File: src/hdl/rst_seq_params.svh
// Purpose: constants for the reset output and soft reset sequencer
// Assumes: 250 MHz system clock
// Notes:   times in microseconds, cycle counts derived from them
`ifndef RST_SEQ_PARAMS_SVH
`define RST_SEQ_PARAMS_SVH

`define CLK_MHZ                 250
`define RESET_FILTER_TIME_US    10
`define EXTENDED_DELAY_US       10
`define REDUCED_DELAY_US        2
`define FILTER_CYCLES           (`RESET_FILTER_TIME_US * `CLK_MHZ)
`define EXTENDED_DELAY_CYCLES   (`EXTENDED_DELAY_US * `CLK_MHZ)
`define REDUCED_DELAY_CYCLES    (`REDUCED_DELAY_US * `CLK_MHZ)

// register byte offsets
`define REG_MODE_CTRL           32'h0000_0000
`define REG_RESET_CTRL          32'h0000_0004
`define REG_STATUS              32'h0000_0008

// mode control fields
`define MODE_LSB                0
`define MODE_SOFT_RESET         2'h3
`define MODE_RESET_VALUE        2'h0
// reset control fields
`define DELAY_SEL_BIT           0
`define SOFT_RST_OUT_SEL_BIT    1
`define THRESH_LSB              2
`define THRESH_RESET_VALUE      2'h0

`endif

File: src/hdl/rst_seq_pkg.sv
// Purpose: types shared by the reset sequencer files
// Assumes: nothing
// Notes:   constants live in rst_seq_params.svh
package rst_seq_pkg;

    typedef enum logic [1:0] {
        MODE_INIT,
        MODE_NORMAL,
        MODE_STOP,
        MODE_OTHER
    } dev_mode_t;

    typedef struct packed {
        logic [31:0] adr;
        logic [31:0] dat;
        logic [3:0]  sel;
        logic        we;
        logic        cyc;
        logic        stb;
    } wb_req_t;

    typedef struct packed {
        logic [31:0] dat;
        logic        ack;
    } wb_rsp_t;

    typedef enum logic {
        OUT_RELEASED,
        OUT_ASSERTED
    } out_state_t;

endpackage

File: src/hdl/event_filter.sv
// Purpose: filters a reset event level before it may pull the output low
// Assumes: event input synchronous to the clock
// Notes:   output goes high only after the event has stood a full filter time
`timescale 1ns/1ps
`default_nettype none
module event_filter
#(
    parameter int FILTER_CYCLES = 16
)
(
    input  wire logic i_sys_clk,
    input  wire logic i_reset_n,
    input  wire logic i_event,
    output var  logic o_filtered
);
    initial
    begin
        if (FILTER_CYCLES < 1)
            $error("filter needs at least one cycle");
    end

    typedef struct packed {
        logic [$clog2(FILTER_CYCLES+1)-1:0] cnt;
        logic                               out;
    } filt_state_t;

    filt_state_t state;
    filt_state_t next_state;

    // count while event stands, drop at once when it goes
    always_comb
    begin
        next_state = state;
        if (!i_event)
        begin
            next_state.cnt = '0;
            next_state.out = 1'b0;
        end
        else if (state.cnt == FILTER_CYCLES[$bits(state.cnt)-1:0] - 1'b1)
            next_state.out = 1'b1;
        else
            next_state.cnt = state.cnt + 1'b1;
    end

    always_ff @(posedge i_sys_clk)
    begin
        if (!i_reset_n)
            state <= '0;
        else
            state <= next_state;
    end

    assign o_filtered = state.out;
endmodule
`default_nettype wire

File: src/hdl/reset_sequencer.sv
// Purpose: reset output generator with soft reset, wishbone register slave
// Assumes: supply-good, undervoltage and watchdog fail are synchronous levels
// Notes:   single-cycle ack; unmapped reads return zero, writes dropped
//
// Register access over Wishbone and the placing of the registers are this design's own decisions.
`timescale 1ns/1ps
`default_nettype none
`include "rst_seq_params.svh"
module reset_sequencer
#(
    parameter int FILTER_CYCLES   = `FILTER_CYCLES,
    parameter int EXTENDED_CYCLES = `EXTENDED_DELAY_CYCLES,
    parameter int REDUCED_CYCLES  = `REDUCED_DELAY_CYCLES
)
(
    input  wire logic                 i_sys_clk,
    input  wire logic                 i_reset_n,
    input  wire rst_seq_pkg::wb_req_t i_wb_req,
    output var  rst_seq_pkg::wb_rsp_t o_wb_rsp,
    input  wire logic                 i_supply_good,
    input  wire logic                 i_undervoltage,
    input  wire logic                 i_watchdog_fail,
    input  wire logic                 i_mode_normal,
    input  wire logic                 i_mode_stop,
    output var  logic                 o_reset_output_n,
    output var  logic [1:0]           o_uv_threshold,
    output var  logic                 o_soft_reset_pulse,
    output var  rst_seq_pkg::dev_mode_t o_mode
);
    import rst_seq_pkg::*;

    localparam int CW = $clog2(EXTENDED_CYCLES + 1);

    initial
    begin
        if (REDUCED_CYCLES < 1 || EXTENDED_CYCLES < REDUCED_CYCLES)
            $error("reset delays must be at least one cycle, reduced not above extended");
    end

    typedef struct packed {
        out_state_t  out;
        logic [CW-1:0] cnt;
        logic        use_ext;     // latched delay length for current hold
        logic        delay_sel;
        logic        soft_out_sel;
        logic [1:0]  thresh;
        logic [1:0]  mode_field;
        dev_mode_t   mode;
        logic        powered;     // first release already happened
        logic        soft_pulse;
        logic [31:0] rdat;
        logic        ack;
    } seq_state_t;

    seq_state_t state;
    seq_state_t next_state;
    logic       event_filt;
    logic       wb_write;
    logic       soft_cmd;
    logic       soft_ok;

    // watchdog fail merged with undervoltage before filtering
    event_filter #(
        .FILTER_CYCLES (FILTER_CYCLES)
    ) u_filter (
        .i_sys_clk  (i_sys_clk),
        .i_reset_n  (i_reset_n),
        .i_event    (i_undervoltage | i_watchdog_fail),
        .o_filtered (event_filt)
    );

    // delay length in cycles for the chosen setting
    function automatic logic [CW-1:0] delay_len(input logic ext);
        if (ext)
            delay_len = CW'(EXTENDED_CYCLES);
        else
            delay_len = CW'(REDUCED_CYCLES);
    endfunction

    // decode a write to one register word
    function automatic logic hit(input wb_req_t r, input logic [31:0] a);
        hit = r.cyc && r.stb && r.we && r.sel[0] && (r.adr == a);
    endfunction

    assign wb_write = i_wb_req.cyc && i_wb_req.stb && i_wb_req.we && !state.ack;
    // soft reset is the mode field written with 11
    assign soft_cmd = wb_write && hit(i_wb_req, `REG_MODE_CTRL)
                      && (i_wb_req.dat[`MODE_LSB +: 2] == `MODE_SOFT_RESET);
    // honoured only in normal or stop mode
    assign soft_ok  = soft_cmd && (i_mode_normal || i_mode_stop);

    always_comb
    begin
        next_state            = state;
        next_state.soft_pulse = 1'b0;
        next_state.ack        = 1'b0;
        next_state.rdat       = '0;

        // track the device mode as given by the mode inputs
        if (i_mode_normal)
            next_state.mode = MODE_NORMAL;
        else if (i_mode_stop)
            next_state.mode = MODE_STOP;
        else if (state.mode != MODE_INIT)
            next_state.mode = MODE_OTHER;

        // single-cycle wishbone answer, ack drops the cycle after
        if (i_wb_req.cyc && i_wb_req.stb && !state.ack)
        begin
            next_state.ack = 1'b1;
            if (!i_wb_req.we)
            begin
                if (i_wb_req.adr == `REG_MODE_CTRL)
                    next_state.rdat = {30'h0, state.mode_field};
                else if (i_wb_req.adr == `REG_RESET_CTRL)
                    next_state.rdat = {28'h0, state.thresh, state.soft_out_sel,
                                       state.delay_sel};
                else if (i_wb_req.adr == `REG_STATUS)
                    next_state.rdat = {28'h0, state.powered, state.mode,
                                       (state.out == OUT_ASSERTED)};
                else
                    next_state.rdat = '0;
            end
        end

        if (wb_write && hit(i_wb_req, `REG_MODE_CTRL) && !soft_cmd)
            next_state.mode_field = i_wb_req.dat[`MODE_LSB +: 2];
        if (wb_write && hit(i_wb_req, `REG_RESET_CTRL))
        begin
            next_state.delay_sel    = i_wb_req.dat[`DELAY_SEL_BIT];
            next_state.soft_out_sel = i_wb_req.dat[`SOFT_RST_OUT_SEL_BIT];
            next_state.thresh       = i_wb_req.dat[`THRESH_LSB +: 2];
        end

        // soft reset: init mode and both control registers back to default
        if (soft_ok)
        begin
            next_state.mode         = MODE_INIT;
            next_state.mode_field   = `MODE_RESET_VALUE;
            next_state.delay_sel    = 1'b0;
            next_state.soft_out_sel = 1'b0;
            next_state.thresh       = `THRESH_RESET_VALUE;
            next_state.soft_pulse   = 1'b1;
        end

        // output sequencing
        // hold low until supply first good, then extended delay
        if (!state.powered)
        begin
            next_state.out     = OUT_ASSERTED;
            next_state.use_ext = 1'b1;
            if (!i_supply_good)
                next_state.cnt = '0;
            else if (state.cnt == delay_len(1'b1) - 1'b1)
            begin
                next_state.out     = OUT_RELEASED;
                next_state.powered = 1'b1;
                next_state.cnt     = '0;
            end
            else
                next_state.cnt = state.cnt + 1'b1;
        end
        // any request restarts the delay, also while already low
        else if (event_filt || (soft_ok && !state.soft_out_sel))
        begin
            next_state.out = OUT_ASSERTED;
            next_state.cnt = '0;
            // soft reset always uses extended delay; else the select bit
            next_state.use_ext = (soft_ok && !state.soft_out_sel) ? 1'b1 : !state.delay_sel;
        end
        else if (state.out == OUT_ASSERTED)
        begin
            if (state.cnt == delay_len(state.use_ext) - 1'b1)
            begin
                next_state.out = OUT_RELEASED;
                next_state.cnt = '0;
            end
            else
                next_state.cnt = state.cnt + 1'b1;
        end
        // with output select set, soft reset touches registers only
    end

    // whole state registered in one place
    always_ff @(posedge i_sys_clk)
    begin
        if (!i_reset_n)
        begin
            state      <= '0;
            state.out  <= OUT_ASSERTED;
            state.mode <= MODE_INIT;
        end
        else
            state <= next_state;
    end

    // outputs straight from flip-flops
    assign o_reset_output_n   = (state.out == OUT_RELEASED);
    assign o_uv_threshold     = state.thresh;
    assign o_soft_reset_pulse = state.soft_pulse;
    assign o_mode             = state.mode;
    assign o_wb_rsp.dat       = state.rdat;
    assign o_wb_rsp.ack       = state.ack;
endmodule
`default_nettype wire

File: config.mk
export PLATFORM = sky130hd
export DESIGN_NAME = reset_sequencer
export DESIGN_NICKNAME = d
export VERILOG_FILES = /design/src/hdl/rst_seq_pkg.sv /design/src/hdl/event_filter.sv /design/src/hdl/reset_sequencer.sv
export VERILOG_INCLUDE_DIRS = /design/src /design/src/hdl
export SDC_FILE = /design/constraint.sdc
export NUM_CORES = 1
export LEC_CHECK = 0
export BUFFER_PORTS_ARGS = -buffer_cell sky130_fd_sc_hd__buf_2
export CAP_MARGIN = 40
export CORE_MARGIN = 4
export CORE_UTILIZATION = 40
export CTS_CLUSTER_DIAMETER = 150
export CTS_CLUSTER_SIZE = 12
export DETAILED_ROUTE_END_ITERATION = 16
export PLACE_DENSITY = 0.71
export SLEW_MARGIN = 40
export SYNTH_ARGS = -nofsm -noshare
export SYNTH_HDL_FRONTEND = slang
export SYNTH_SLANG_ARGS = --single-unit
File: constraint.sdc
create_clock -name i_sys_clk -period 4.2 [get_ports i_sys_clk]
set_clock_uncertainty 0.15 [all_clocks]
set_input_delay 0.42 -clock i_sys_clk [delete_from_list [all_inputs] [get_ports i_sys_clk]]
set_output_delay 0.42 -clock i_sys_clk [all_outputs]
set_load 0.1 [all_outputs]
==> metrics.md <==
| Metric | Value |
|---|---|
| Status | completed |
| Maximum VDD drop | 0.147 mV |
| Die width | 85.0 µm |
| Footprint of the multi-input gates | 1290 µm² |
| Main synth FF type | dfxtp_1 |
| Vias | 1933 |
| Crit share post-route | 54.5% |
| Worst Setup SP | i_wb_req[65] |
| Largest net degree at the start of global routing | 16 |
| Final worst slack | 1.91 ns |
| Setup TNS | 0 ns |
| Final hold vios | 0 |
| Root Driver | clkbuf_8 |
| Static leakage | 1.10 nW |
| Combinational power share | 21.1% |
| Synth unique cells | 51 |
| Wire length of the first global-routing pass | 7.92 mm |
| GR Util All Layers | 13.3% |
| Aggregate routed wire length | 4.56 mm |
| Final min period | 2.29 ns |
| Vias per cell | 4.83 |
| Worst-skew pair later-pin latency | 0.30 ns |
| Internal | 548 µW |
| Overflow left after global routing | 0 |
| CTS tree | yes |
| Inst Count DP | 392 |
| Clock Power Share | 30.6% |
| Worst Setup End Kind | flop |
| Yosys reg bits | 42 |
| Commonest non-fill, non-tap cell in the layout | buf_2 |
| # setup viols final | 0 |
| # Max-Cap Violations | 0 |
| Initial core utilization | 42.0% |
| Seq pwr share | 48.3% |
| Sequential area share after synthesis | 35.4% |
| Initial antenna violation count | 0 |
| Routed len/inst | 11.4 µm |
| Max Slew Vio Count | 0 |
| Commonest cells after routing, fill and taps aside | 57 x buf_2, 43 x nor2_1, 42 x dfxtp_1, 28 x conb_1, 15 x xor2_1 |
| Worst Hold Class | in2reg |
| Switch share | 34.9% |
| Pwr/cell area | 320 nW/µm² |
| Critical Path RT | 4.22 ns |
| Post-DP HPWL | 3.63 mm |
| Fin util | 46.7% |
| Nature of the critical path startpoint | input pin |
| Critical path's largest stage delay | 0.66 ns |
| Cells after synthesis | 277 |
| CTS-repair resized insts | 0 |
| Post-route DRC violation count | 0 |
| Critical Path End | state[55]$_SDFFE_PN0P_ |
| Violation count after the first detailed-routing iteration | 43 |
| Post-CTS Setup Repair Bufs | 0 |
| Core Box Area | 5640 µm² |
| Worst hold slack | 0.175 ns |
| Drt first pass iters | 4 |
| Worst Path Arrival | 2.30 ns |
| Count of warnings emitted by yosys | 0 |
| Final Non-Filler Cells | 400 |
| Htree depth | 2 |
| # port buffers | 57 |
| P_sw | 294 µW |
| Post-synth design cell area | 2370 µm² |
| Num rows | 27 |
| R2R setup slack | 1.98 ns |
| Critical Path, Cell by Cell | buf_2, nor4_2, nand4_2, o311ai_4, a21oi_1, o21ai_2, nor2_1 |
| IO Count | 117 |
| Pre-CTS WS | 1.53 ns |
| CP Max Fanout | 14 |
| Clk slew on worst S/H paths | 0.08 ns |
| R2R Path End | state[55]$_SDFFE_PN0P_ |
| Remaining antenna violation count | 0 |
| Unrepaired setup endpoints after global routing | no |
| Die area | 7230 µm² |
| Placer Congestion | 0.786 |
| Reg area | 841 µm² |
| Worst r2r src | o_wb_rsp[0]$_SDFF_PN0_ |
| Asr flop ratio synth | 0% |
| Fmax | 437 MHz |
| Clock sinks | 42 |
| Critical path class | in2reg |
| Number of global-route vias before repair | 1857 |
| Area growth syn-to-layout | 11.1% |
| Average size of a mapped cell | 8.56 µm² |
| ANT cells | 0 |
| Worst Max-Slew Pin Slew | 0.659 ns |
| Post-synth EDFFs | 0 |
| Slowest CP cell | o311ai_4 |
| Max-Slew Margin vs Limit | 56.0% |
| Hold buffers post-CTS | 0 |
| Worst-case clock buffer depth | 2 |
| Die Y | 85.0 µm |
| Fill cell count | 554 |
| R2R cell count | 6 |
| Number of buffers created by CTS | 5 |
| Nets | 407 |
| Share of post-route cells with drive strength above 1 | 25.9% |
==> worst min-delay path by stage <==
| stage | cells past startpoint | slack, ns | endpoint | start |
|---|---|---|---|---|
| 5_1_grt | 2 | 0.17 | o_mode[1]$_SDFFE_PP0P_ | i_mode_normal |
| 3_5_place_dp | 2 | 0.33 | u_filter.state[9]$_SDFFE_PN0P_ | u_filter.state[9]$_SDFFE_PN0P_ |
| 2_1_floorplan | 2 | 0.30 | u_filter.state[9]$_SDFFE_PN0P_ | u_filter.state[9]$_SDFFE_PN0P_ |
| 4_1_cts | 2 | 0.16 | o_mode[1]$_SDFFE_PP0P_ | i_mode_normal |
| 3_3_place_gp | 2 | 0.32 | u_filter.state[9]$_SDFFE_PN0P_ | u_filter.state[9]$_SDFFE_PN0P_ |
| 6_report | 2 | 0.17 | o_mode[1]$_SDFFE_PP0P_ | i_mode_normal |
==> cell families (layout without fill, tap and decap cells) <==
logic type | count (synthesis) | count (layout) | synth area share [%]
other | 1 | 28 | 0.158
AND/OR/NAND/NOR | 116 | 116 | 27.0
AO/OA/AOI/OAI | 43 | 43 | 13.6
buffers and inverters | 51 | 75 | 14.3
adder cells (fa/ha/maj) | 2 | 2 | 1.05
flip-flops | 42 | 42 | 35.4
multiplexers | 5 | 5 | 2.11
XOR/XNOR | 17 | 17 | 6.28
==> synth_stat cells (all sizes together), types with 2 or more instances <==
library cell  number  area (µm²)
nor4              10         106
a21oi              9        45.0
and4               3        26.3
nand2             14        52.6
nor2b              3        18.8
a221oi             2        17.5
buf               39         294
and2               3        18.8
o21ba              2        20.0
nand2b             4        25.0
or3                2        12.5
xnor2              2        17.5
nor3               7        35.0
clkbuf             3        12.5
dfxtp             42         841
mux2i              5        50.1
nor2              45         174
nand3              9        50.1
ha                 2        25.0
nand4              5        37.5
inv                9        33.8
a22oi              2        15.0
o21ai             16        87.6
xor2              15         131
o2111ai            2        17.5
and3               4        25.0
o211ai             3        37.5
==> critical path, delay by kind of cell <==
family          cells  cell delay [ns]
simple gates        3             0.61
buf+inv             1             0.10
compound gates      3             1.16
==> layout make-up <==
cell class | count | area share [%]
sequential | 42 | 31.9
inverter | 9 | 1.28
multi-input combinational | 211 | 49.0
clock buffer | 6 | 2.75
tap | 72 | 3.42
timing repair buffer | 58 | 11.1
clock inverter | 2 | 0.522
==> flip-flops by register name (all words and copies together), names as in the netlist <==
| name | flops |
|---|---|
| state | 19 |
| u_filter.state | 12 |
| o_wb_rsp | 5 |
| o_mode | 2 |
| o_uv_threshold | 2 |
| o_soft_reset_pulse | 1 |
| u_filter.o_filtered | 1 |
==> layer usage <==
layer / vias to the layer above / routed length, µm / track usage [%]
met3: 7 / 374 / 3.79
met2: 74 / 2110 / 22.4
met4: 0 / 83 / 5.47
met5: - / 0 / 0
li1: 1000 / - / -
met1: 852 / 2000 / 15.8
==> power groups by stage <==
| stage | Clock, mW | Sequential (mW) | Combinational [mW] |
|---|---|---|---|
| floorplan | 0 | 0.416 | 0.166 |
| global placement | 0 | 0.416 | 0.176 |
| detailed placement | 0 | 0.417 | 0.178 |
| CTS | 0.266 | 0.407 | 0.178 |
| global route | 0.282 | 0.408 | 0.186 |
| finish | 0.258 | 0.407 | 0.178 |
==> per-stage QoR <==
step	power (mW)	cell area, µm²
5_1_grt	0.876	2640
3_5_place_dp	0.594	2550
2_1_floorplan	0.581	2470
6_report	0.843	2640
3_3_place_gp	0.592	2550
4_1_cts	0.851	2640
Note: power is estimated with default switching activity, not from simulation.
